==> config.mk <==
export PLATFORM = sky130hd
export DESIGN_NAME = usb_host_attach_iso_sched
export DESIGN_NICKNAME = d
export VERILOG_FILES = /design/src/usb_host_attach_iso_pkg.sv /design/src/usb_host_attach_iso_sched.sv
export SDC_FILE = /design/constraint.sdc
export NUM_CORES = 1
export LEC_CHECK = 0
export BUFFER_PORTS_ARGS = -buffer_cell sky130_fd_sc_hd__buf_2
export CORE_ASPECT_RATIO = 0.75
export CORE_MARGIN = 3
export CORE_UTILIZATION = 55
export DETAILED_ROUTE_END_ITERATION = 8
export GPL_TIMING_DRIVEN = 0
export PLACE_DENSITY = 0.83
export SYNTH_ARGS = -nofsm -noshare
export SYNTH_HDL_FRONTEND = slang
export SYNTH_SLANG_ARGS = --single-unit
==> constraint.sdc <==
create_clock -name i_clk -period 3.25 [get_ports i_clk]
set_clock_uncertainty 0.2 [all_clocks]
set_input_delay 0.65 -clock i_clk [delete_from_list [all_inputs] [get_ports i_clk]]
set_output_delay 0.65 -clock i_clk [all_outputs]
set_load 0.05 [all_outputs]
==> src/usb_host_attach_iso_pkg.sv <==
// Constants and types for the host attach detector and isochronous scheduler.
// Assumes a single 250 MHz core clock and full-speed (12 Mb/s) bit timing.
package usb_host_attach_iso_pkg;

   ////////////////////////////////////////////////////////////////////////////////
   // Clock and bus rates
   localparam longint CLK_HZ = 250000000;
   localparam longint FS_BIT_HZ = 12000000;

   // Times in their own units
   localparam longint FRAME_US = 1000;
   localparam longint CONN_US = 25;
   localparam longint SE0_MIN_BITS = 8;
   localparam longint ISO_WIN_BYTES = 256;

   // Cycle counts: least times round up, the frame period is exact
   localparam int FRAME_CYC = int'(FRAME_US * CLK_HZ / 1000000);
   localparam int CONN_CYC = int'((CONN_US * CLK_HZ + 999999) / 1000000);
   localparam int SE0_MIN_CYC = int'((SE0_MIN_BITS * CLK_HZ + FS_BIT_HZ - 1) / FS_BIT_HZ);
   localparam int ISO_WIN_CYC = int'((ISO_WIN_BYTES * 8 * CLK_HZ + FS_BIT_HZ - 1) / FS_BIT_HZ);

   // Widths
   localparam int CNT_W = 18;
   localparam int FNUM_W = 11;
   localparam int RES_W = 4;

   // Result codes
   localparam logic [RES_W-1:0] RES_SUCCESS = 4'h0;
   localparam logic [RES_W-1:0] RES_LATE = 4'h3;
   localparam logic [RES_W-1:0] RES_RUN_ERR = 4'h6;

   // Reset values
   localparam logic [RES_W-1:0] RST_RESULT = RES_SUCCESS;
   localparam logic RST_SEND_AVAIL = 1'b1;

   // Scheduler states, Gray along idle -> transfer -> hold -> release
   typedef enum logic [1:0] {
      SCH_IDLE = 2'b00,
      SCH_XFER = 2'b01,
      SCH_HELD = 2'b11,
      SCH_RELEASE = 2'b10
   } sched_state_t;

endpackage : usb_host_attach_iso_pkg

==> src/usb_host_attach_iso_sched.sv <==
// Host-side attach/detach detector, pulldown control and isochronous
// packet-versus-frame-marker scheduler.
// Assumes D+/D- arrive asynchronously; all other inputs come from logic on i_clk.
`timescale 1ns/10ps

module usb_host_attach_iso_sched #(
   parameter int FRAME_CYCLES = usb_host_attach_iso_pkg::FRAME_CYC,
   parameter int CONN_CYCLES = usb_host_attach_iso_pkg::CONN_CYC,
   parameter int ISO_WIN_CYCLES = usb_host_attach_iso_pkg::ISO_WIN_CYC
) (
   input wire logic i_clk,
   input wire logic i_rst_n,
   input wire logic i_host_mode,
   input wire logic i_dp,
   input wire logic i_dm,
   input wire logic i_dplus_pulldown_enable,
   input wire logic i_dminus_pulldown_enable,
   input wire logic i_connect_change_irq_enable,
   input wire logic i_connect_change_irq_clr,
   input wire logic i_bus_sample_request,
   input wire logic i_iso_defer_enable,
   input wire logic i_frame_marker_irq_clr,
   input wire logic i_transfer_done_irq_clr,
   input wire logic i_launch,
   input wire logic i_launch_in,
   input wire logic i_pkt_end,
   input wire logic i_tx_need,
   input wire logic i_tx_have,
   input wire logic i_rx_valid,
   input wire logic i_rx_room,
   input wire logic i_marker_busy,
   output logic o_dplus_pulldown,
   output logic o_dminus_pulldown,
   output logic o_connect_change_irq,
   output logic o_int,
   output logic o_connected,
   output logic o_full_speed,
   output logic o_j_state_flag,
   output logic o_k_state_flag,
   output logic o_pkt_start,
   output logic o_pkt_in,
   output logic o_pkt_abort,
   output logic o_marker_start,
   output logic [usb_host_attach_iso_pkg::FNUM_W-1:0] o_frame_number,
   output logic [usb_host_attach_iso_pkg::RES_W-1:0] o_transfer_result_code,
   output logic o_transfer_done_irq,
   output logic o_frame_marker_irq,
   output logic o_send_buffer_avail_irq
);
   import usb_host_attach_iso_pkg::*;

   ////////////////////////////////////////////////////////////////////////////////
   // Line synchronisers; only the second stage is read
   logic dp_m_r, dm_m_r, dp_s_r, dm_s_r;

   always_ff @(posedge i_clk or negedge i_rst_n) begin
      if (!i_rst_n) begin
         dp_m_r <= 1'b0;
         dm_m_r <= 1'b0;
         dp_s_r <= 1'b0;
         dm_s_r <= 1'b0;
      end else begin
         dp_m_r <= i_dp;
         dm_m_r <= i_dm;
         dp_s_r <= dp_m_r;
         dm_s_r <= dm_m_r;
      end
   end

   ////////////////////////////////////////////////////////////////////////////////
   // Attach/detach detection and line status
   logic [CNT_W-1:0] run_cnt_r, run_cnt_nxt;
   logic lvl_se0_r, lvl_se0_nxt;
   logic seen_se0_r, seen_se0_nxt;
   logic conn_r, conn_nxt;
   logic fs_r, fs_nxt;
   logic cc_irq_r, cc_irq_nxt;
   logic int_r, int_nxt;
   logic j_r, j_nxt, k_r, k_nxt;
   logic dp_pd_r, dp_pd_nxt, dm_pd_r, dm_pd_nxt;
   logic se0, jk, held, attach_evt, detach_evt, cc_set;

   // Level classes and the hold-time run counter
   assign se0 = !dp_s_r && !dm_s_r;
   assign jk = dp_s_r ^ dm_s_r;
   assign held = (se0 == lvl_se0_r) && (run_cnt_r == CNT_W'(CONN_CYCLES - 2));
   assign attach_evt = i_host_mode && !conn_r && seen_se0_r && jk && held;
   assign detach_evt = conn_r && se0 && held;
   assign cc_set = attach_evt || detach_evt;

   // Next state of the detector
   always_comb begin
      run_cnt_nxt = run_cnt_r;
      lvl_se0_nxt = se0;
      seen_se0_nxt = seen_se0_r;
      conn_nxt = conn_r;
      fs_nxt = fs_r;
      j_nxt = j_r;
      k_nxt = k_r;
      if (se0 != lvl_se0_r) begin
         run_cnt_nxt = '0;
      end else if (run_cnt_r < CNT_W'(CONN_CYCLES - 1)) begin
         run_cnt_nxt = run_cnt_r + 1'b1;
      end
      if (se0 && run_cnt_r >= CNT_W'(SE0_MIN_CYC - 1)) begin
         seen_se0_nxt = 1'b1;
      end
      if (attach_evt) begin
         conn_nxt = 1'b1;
         seen_se0_nxt = 1'b0;
         fs_nxt = dp_s_r;
      end else if (detach_evt) begin
         conn_nxt = 1'b0;
      end
      if (i_bus_sample_request || cc_set) begin
         j_nxt = dp_s_r && !dm_s_r;
         k_nxt = !dp_s_r && dm_s_r;
      end
      // Set wins over a write-one clear
      cc_irq_nxt = cc_set || (cc_irq_r && !i_connect_change_irq_clr);
      int_nxt = cc_irq_nxt && i_connect_change_irq_enable;
      dp_pd_nxt = i_dplus_pulldown_enable;
      dm_pd_nxt = i_dminus_pulldown_enable;
   end

   // Detector registers; pulldowns come up off
   always_ff @(posedge i_clk or negedge i_rst_n) begin
      if (!i_rst_n) begin
         run_cnt_r <= '0;
         lvl_se0_r <= 1'b0;
         seen_se0_r <= 1'b0;
         conn_r <= 1'b0;
         fs_r <= 1'b0;
         cc_irq_r <= 1'b0;
         int_r <= 1'b0;
         j_r <= 1'b0;
         k_r <= 1'b0;
         dp_pd_r <= 1'b0;
         dm_pd_r <= 1'b0;
      end else begin
         run_cnt_r <= run_cnt_nxt;
         lvl_se0_r <= lvl_se0_nxt;
         seen_se0_r <= seen_se0_nxt;
         conn_r <= conn_nxt;
         fs_r <= fs_nxt;
         cc_irq_r <= cc_irq_nxt;
         int_r <= int_nxt;
         j_r <= j_nxt;
         k_r <= k_nxt;
         dp_pd_r <= dp_pd_nxt;
         dm_pd_r <= dm_pd_nxt;
      end
   end

   assign o_connect_change_irq = cc_irq_r;
   assign o_int = int_r;
   assign o_connected = conn_r;
   assign o_full_speed = fs_r;
   assign o_j_state_flag = j_r;
   assign o_k_state_flag = k_r;
   assign o_dplus_pulldown = dp_pd_r;
   assign o_dminus_pulldown = dm_pd_r;

   ////////////////////////////////////////////////////////////////////////////////
   // Frame timer and isochronous scheduler
   sched_state_t state_r, state_nxt;
   logic [CNT_W-1:0] frame_cnt_r, frame_cnt_nxt;
   logic [FNUM_W-1:0] fnum_r, fnum_nxt;
   logic [RES_W-1:0] res_r, res_nxt;
   logic in_r, in_nxt, late_r, late_nxt, err_r, err_nxt;
   logic start_r, start_nxt, abort_r, abort_nxt, mark_r, mark_nxt;
   logic done_r, done_nxt, frm_irq_r, frm_irq_nxt, sba_r, sba_nxt;
   logic boundary, fits;

   assign boundary = i_host_mode && (frame_cnt_r == CNT_W'(FRAME_CYCLES - 1));
   assign fits = (CNT_W'(FRAME_CYCLES - 1) - frame_cnt_r) >= CNT_W'(ISO_WIN_CYCLES);

   // Next state of the scheduler
   always_comb begin
      state_nxt = state_r;
      frame_cnt_nxt = frame_cnt_r;
      fnum_nxt = fnum_r;
      res_nxt = res_r;
      in_nxt = in_r;
      late_nxt = late_r;
      err_nxt = err_r;
      start_nxt = 1'b0;
      abort_nxt = 1'b0;
      mark_nxt = boundary;
      done_nxt = done_r && !i_transfer_done_irq_clr;
      frm_irq_nxt = boundary || (frm_irq_r && !i_frame_marker_irq_clr);
      sba_nxt = sba_r;
      if (i_host_mode) begin
         frame_cnt_nxt = boundary ? '0 : frame_cnt_r + 1'b1;
      end
      if (boundary) begin
         fnum_nxt = fnum_r + 1'b1;
      end
      unique case (state_r)
         SCH_IDLE: begin
            if (i_launch) begin
               in_nxt = i_launch_in;
               late_nxt = 1'b0;
               err_nxt = 1'b0;
               if (!i_launch_in) begin
                  sba_nxt = 1'b0;
               end
               if (i_iso_defer_enable && !fits) begin
                  state_nxt = SCH_HELD;
               end else begin
                  start_nxt = 1'b1;
                  state_nxt = SCH_XFER;
               end
            end
         end
         SCH_XFER: begin
            if (!in_r && i_tx_need && !i_tx_have) begin
               err_nxt = 1'b1;
            end
            if (in_r && i_rx_valid && !i_rx_room) begin
               err_nxt = 1'b1;
            end
            if (i_pkt_end) begin
               state_nxt = SCH_IDLE;
               sba_nxt = 1'b1;
               if (!late_r) begin
                  done_nxt = 1'b1;
                  res_nxt = (err_nxt) ? RES_RUN_ERR : RES_SUCCESS;
               end
            end else if (boundary && in_r) begin
               mark_nxt = 1'b0;
               late_nxt = 1'b1;
               res_nxt = RES_LATE;
            end else if (boundary) begin
               abort_nxt = 1'b1;
               res_nxt = RES_LATE;
               sba_nxt = 1'b1;
               state_nxt = SCH_IDLE;
            end
         end
         SCH_HELD: begin
            if (boundary) begin
               state_nxt = SCH_RELEASE;
            end
         end
         SCH_RELEASE: begin
            // Wait until the marker has gone out, then send the held packet
            if (!mark_r && !i_marker_busy) begin
               start_nxt = 1'b1;
               state_nxt = SCH_XFER;
            end
         end
      endcase
   end

   // Scheduler registers
   always_ff @(posedge i_clk or negedge i_rst_n) begin
      if (!i_rst_n) begin
         state_r <= SCH_IDLE;
         frame_cnt_r <= '0;
         fnum_r <= '0;
         res_r <= RST_RESULT;
         in_r <= 1'b0;
         late_r <= 1'b0;
         err_r <= 1'b0;
         start_r <= 1'b0;
         abort_r <= 1'b0;
         mark_r <= 1'b0;
         done_r <= 1'b0;
         frm_irq_r <= 1'b0;
         sba_r <= RST_SEND_AVAIL;
      end else begin
         state_r <= state_nxt;
         frame_cnt_r <= frame_cnt_nxt;
         fnum_r <= fnum_nxt;
         res_r <= res_nxt;
         in_r <= in_nxt;
         late_r <= late_nxt;
         err_r <= err_nxt;
         start_r <= start_nxt;
         abort_r <= abort_nxt;
         mark_r <= mark_nxt;
         done_r <= done_nxt;
         frm_irq_r <= frm_irq_nxt;
         sba_r <= sba_nxt;
      end
   end

   assign o_pkt_start = start_r;
   assign o_pkt_in = in_r;
   assign o_pkt_abort = abort_r;
   assign o_marker_start = mark_r;
   assign o_frame_number = fnum_r;
   assign o_transfer_result_code = res_r;
   assign o_transfer_done_irq = done_r;
   assign o_frame_marker_irq = frm_irq_r;
   assign o_send_buffer_avail_irq = sba_r;
endmodule : usb_host_attach_iso_sched

# Word-level counts from Yosys, hierarchy flattened

Cells that the tools add are included.

Add/sub/neg operators: 4
Order comparisons: 3
Eq/ne operators: 16
Multiplexer cells: 48
Bitwise gates (word level): 1
Reduce and logical (&&, ||, !) cells: 51

Operators by type and width:

| kind                     | number |
|---|---|
| $mux W18                 | 3 |
| $add A18 B1 Y18 const B  | 2 |
| $mux W1                  | 28 |
| $logic_and A1 B1 Y1      | 23 |
| $eq A18 B13 Y1 const B   | 1 |
| $eq A18 B18 Y1 const B   | 1 |
| $ge A18 B16 Y1 const B   | 1 |
| $ge A18 B8 Y1 const B    | 1 |
| $lt A18 B13 Y1 const B   | 1 |
| $sub A18 B18 Y18 const A | 1 |
| $mux W4                  | 4 |
| $mux W2                  | 7 |
| $ne A2 B2 Y1 const B     | 7 |
| $logic_not A1 Y1         | 12 |
| $add A11 B1 Y11 const B  | 1 |
| $reduce_and A5 Y1        | 2 |
| $pmux W1 S2              | 4 |
| $pmux W2 S4              | 1 |
| $reduce_bool A2 Y1       | 4 |
| $ne A3 B3 Y1 const B     | 2 |
| $eq A2 B2 Y1 const B     | 2 |
| $logic_or A1 B1 Y1       | 4 |
| $reduce_and A2 Y1        | 2 |
| $reduce_and A4 Y1        | 1 |
| other kinds (8)          | 8 |

Bits in registers: 76
Input port bits: 21
Output and inout bits: 30
Word-level logic and storage cells: 151

# Logic depth before layout (Yosys ltp)

Depth after elaboration: 9
Depth in mapped cells: 8
Mapped depth without buffers: 7

# Worst setup path after synthesis

OpenSTA, ideal clock, no wires.

Path kind: register to register
Start point: reg dp_s_r
End point: reg fs_r (netlist: o_full_speed)
Arrival time: 2.093 ns
Data required time: 2.922 ns
Slack: 0.829 ns
Stages on the path, launching flop included: 9
Buffers on the path: 1
Clock period less this slack: 2.421 ns
Path through: dfrtp_1 > inv_1 > ha_1 > clkbuf_1 > xnor2_1 > nand3b_1 > nor3_4 > nor3b_4 > mux2_1

Word-level cells in the longest chain between the ends: 5
Elaborated cells on any way between the ends: 7
Those cells by class: 1 x eq/ne; 1 x bitwise; 5 x reduce/logical

RTL lines:

| what                     | RTL line                         | text |
|---|---|---|
| start: declaration       | usb_host_attach_iso_sched.sv:54  | `logic dp_m_r, dm_m_r, dp_s_r, dm_s_r;` |
| start signal: assignment | usb_host_attach_iso_sched.sv:65  | `dp_s_r <= dp_m_r;` |
| $logic_not A1 Y1         | usb_host_attach_iso_sched.sv:84  | `assign se0 = !dp_s_r && !dm_s_r;` |
| $logic_and A1 B1 Y1      | usb_host_attach_iso_sched.sv:84  |  |
| named net lvl_se0_nxt    | usb_host_attach_iso_sched.sv:73  | `logic lvl_se0_r, lvl_se0_nxt;` |
| $eq A1 B1 Y1             | usb_host_attach_iso_sched.sv:86  | `assign held = (se0 == lvl_se0_r) && (run_cnt_r == CNT_W'(CONN_CYCLES - 2));` |
| $logic_and A1 B1 Y1      | usb_host_attach_iso_sched.sv:86  |  |
| $logic_and A1 B1 Y1      | usb_host_attach_iso_sched.sv:87  | `assign attach_evt = i_host_mode && !conn_r && seen_se0_r && jk && held;` |
| end signal: assignment   | usb_host_attach_iso_sched.sv:145 | `fs_r <= fs_nxt;` |
| end: declaration         | usb_host_attach_iso_sched.sv:76  | `logic fs_r, fs_nxt;` |

The timed path passes the listed nets, and every way through them passes these cells.
A chain may end at the register's enable or synchronous reset.

# Worst setup path in the final report

Ends and elaborated chain as after synthesis.

==> results.tsv <==
stage	metric	value	unit
power	ir_drop	316	uV
timing	fin_hold_ws	0.0864	ns
clock_network	clkTransAtPathRegs	0.08	ns
timing	finalCritPeriodShare	0.868	
critical_path	critPathLaunchType	register	
clock_network	numCtsBuffers	9	
critical_path	critical_path_required	3.29	ns
synthesis	ys_types	57	
critical_path	cp_slowest_cell	xnor2_1	
timing	setup_tns	0	ns
clock_network	cts_max_level	3	
clock_network	ctsResizeCount	0	
clock_network	clkLatencyLatePin	0.35	ns
route	drtPass1Iterations	5	
floorplan	initial_core_util	0.594	
cells_and_area	layout-drive-gt1-share	0.173	
route	ant_nets	0	
cells_and_area	diodes	0	
clock_network	cts_tree	built	
clock_network	post-cts-setup-buffers	0	
cells_and_area	fin_util	0.684	
floorplan	rows	24	
route	num_vias	2940	
floorplan	design.core.area	6100	sq um
floorplan	fp.dieArea	7610	sq um
route	routed_wl	7.86	mm
grt	overflow	0	
power	p_leak	2.02	nW
critical_path	end_kind	register	
route	vias_per_cell	5.87	
timing	worst_pin_slew	0.766	ns
clock_network	hold_buffers	0	
power	power_density	506	nW/um^2
run	max_cap_violations	0	
power	finalPower	2.11	mW
synthesis	syn_area_per_cell	10.1	sq um
synthesis	synth_edf_count	0	
floorplan	io_pins	51	
synthesis	synth_flop_cell	dfrtp_1	
route	wl_per_cell	15.7	um
synthesis	syn_nets	389	
synthesis	netlist_area	3620	sq um
synthesis	yosys_warnings	0	
critical_path	cpPeakStageDelay	0.54	ns
timing	fin_crit	2.82	ns
placed_design	dp_hpwl	5.52	mm
timing	finalMaxSlewViolations	0	
grt	grtUsageTotal	0.217	
timing	slew_headroom	0.488	
route	drt_iter0_drc	262	
worst_hold_path	hold_path.class	primary input to async pin	
grt	antenna_found_initial	0	
synthesis	synthArstFlopShare	1.00	
clock_network	clockBufferDepth	2	
synthesis	syn_inst	358	
placed_design	globalplace.congestion	0.897	
critical_path	cp_cell_sequence	inv_1 -> ha_1 -> clkbuf_1 -> xnor2_1 -> nand3b_1 -> nor3_4 -> nor3b_4 -> mux2_1	
grt	grt_pass1_wl	13.1	mm
grt	grt_pass1_vias	2742	
grt	grt_max_degree	76	
floorplan	die_h	76.3	um
critical_path	critPathMaxFanout	7	
cells_and_area	nets	449	
placed_design	port_buffers	48	
synthesis	synth-seq-cells	75	
route	drc_errors	0	
clock_network	clockRootBuffer	clkbuf_8	
timing	final-setup-viol-count	0	
outcome	status	finished, final reports clean	
clock_network	cts_sinks	75	
timing	fmax	354	MHz
timing	rsz0062_at_grt	false	
timing	hold_viol	0	
cells_and_area	syn2layout_area_growth	15.1	%
synthesis	synth-seq-area-share	0.518	
critical_path	worst_ep_arrival_time	2.86	ns
floorplan	dieWidth	99.7	um
critical_path	path_class	register to register	
cells_and_area	fillCellCount	469	
[layer usage]
layer  up-vias  global-route usage  share of wire
met4         0              0.0805          0.012
met2       128               0.312           0.44
met1      1401               0.302           0.46
met3        14              0.0778          0.089
li1       1397                   -              -
met5         -                   0              0
[critical path, delay by kind of cell (launching register included)]
| family | cells | cell delay (ns) |
|---|---|---|
| flops | 1 | 0.37 |
| xor+xnor | 1 | 0.54 |
| buf+inv | 2 | 0.25 |
| simple gates | 3 | 0.80 |
| mux | 1 | 0.34 |
| fa+ha+maj | 1 | 0.20 |
[cells in the final DEF, fill, tap and decap left out, drive strengths merged, types with 3 or more instances in the layout]
cell type,synthesis,routed
or3,7,7
xnor2,18,18
inv,15,15
mux2,4,4
a21oi,18,18
and4,4,4
o21ai,13,13
nand2b,6,6
and3,5,5
buf,4,53
mux2i,4,4
clkinvlp,0,3
and2,7,7
nor4,4,4
or4,5,5
nand4,18,18
nor2,31,31
o22ai,3,3
nor3,6,6
clkinv,0,3
o31ai,3,3
nand3,19,19
xor2,8,8
clkbuf,9,19
dfrtp,74,74
nand2,30,30
ha,10,10
[cell type report]
class / instances / area (sq um) / share of cell area
Timing Repair Buffer: 49 / 270 / 0.0648
Buffer: 13 / 53.8 / 0.0129
Sequential cell: 75 / 1880 / 0.450
Multi-Input combinational cell: 255 / 1640 / 0.392
Tap cell: 78 / 97.6 / 0.0234
Clock buffer: 10 / 138 / 0.0330
Inverter: 15 / 56.3 / 0.0135
Clock inverter: 6 / 41.3 / 0.00990
[power breakdown]
| group | switching, mW | internal [mW] | total, mW |
|---|---|---|---|
| Sequential | 0.0851 | 1.01 | 1.09 |
| Combinational | 0.248 | 0.124 | 0.371 |
| Clock | 0.353 | 0.296 | 0.648 |
[state kept, by name (all words and copies together) (netlist names), 2 cells and up]
register	count
o_frame_number	11
run_cnt_r	18
o_transfer_result_code	3
state_r	2
frame_cnt_r	18
[path summary, 6_finish.rpt]
| kind | from | to | slack (ns) | cells after the start |
|---|---|---|---|---|
| max | dp_s_r$_DFF_PN0_ | o_full_speed$_DFFE_PN0P_ | 0.43 | 8 |
| min | i_rst_n | dp_m_r$_DFF_PN0_ | 0.09 | 2 |
| max reg2reg | dp_s_r$_DFF_PN0_ | o_full_speed$_DFFE_PN0P_ | 0.43 | 8 |
| min reg2reg | dm_m_r$_DFF_PN0_ | dm_s_r$_DFF_PN0_ | 0.16 | 0 |
| max in group asynchronous | i_rst_n | o_send_buffer_avail_irq$_DFFE_PN1P_ | 2.41 | 2 |
| min in group i_clk | dm_m_r$_DFF_PN0_ | dm_s_r$_DFF_PN0_ | 0.16 | 0 |
[through the flow]
step           area [sq um]  setup slack, ns  instances
3_5_place_dp           3990            0.440        485
4_1_cts                4170            0.425        501
6_report               4170            0.429        501
2_1_floorplan          3620            0.829        358
3_3_place_gp           3960            0.456        484
5_1_grt                4170            0.190        501
[kinds of logic after synthesis]
group / Yosys count / synth area share
adders and majority gates: 10 / 0.0345
other: 1 / 0.00103
buffers and inverters: 28 / 0.0304
xor gates and xnor gates: 26 / 0.0628
DFF: 75 / 0.518
muxes: 8 / 0.0235
and+or+nand+nor: 151 / 0.224
AOI/OAI and AO/OA: 59 / 0.105
[cell usage after synthesis (6+ instances only)]
cell,n,area share
dfrtp_1,74,0.51
nor2_1,31,0.032
nand2_1,30,0.031
nand3_1,19,0.026
a21oi_1,18,0.025
nand4_1,18,0.031
xnor2_1,18,0.044
inv_1,15,0.016
ha_1,10,0.035
o21ai_0,10,0.014
clkbuf_1,9,0.0093
xor2_1,8,0.019
and2_1,7,0.012
or3_1,7,0.012
nand2b_1,6,0.010
No activity file was read; power rests on OpenSTA's default activity.
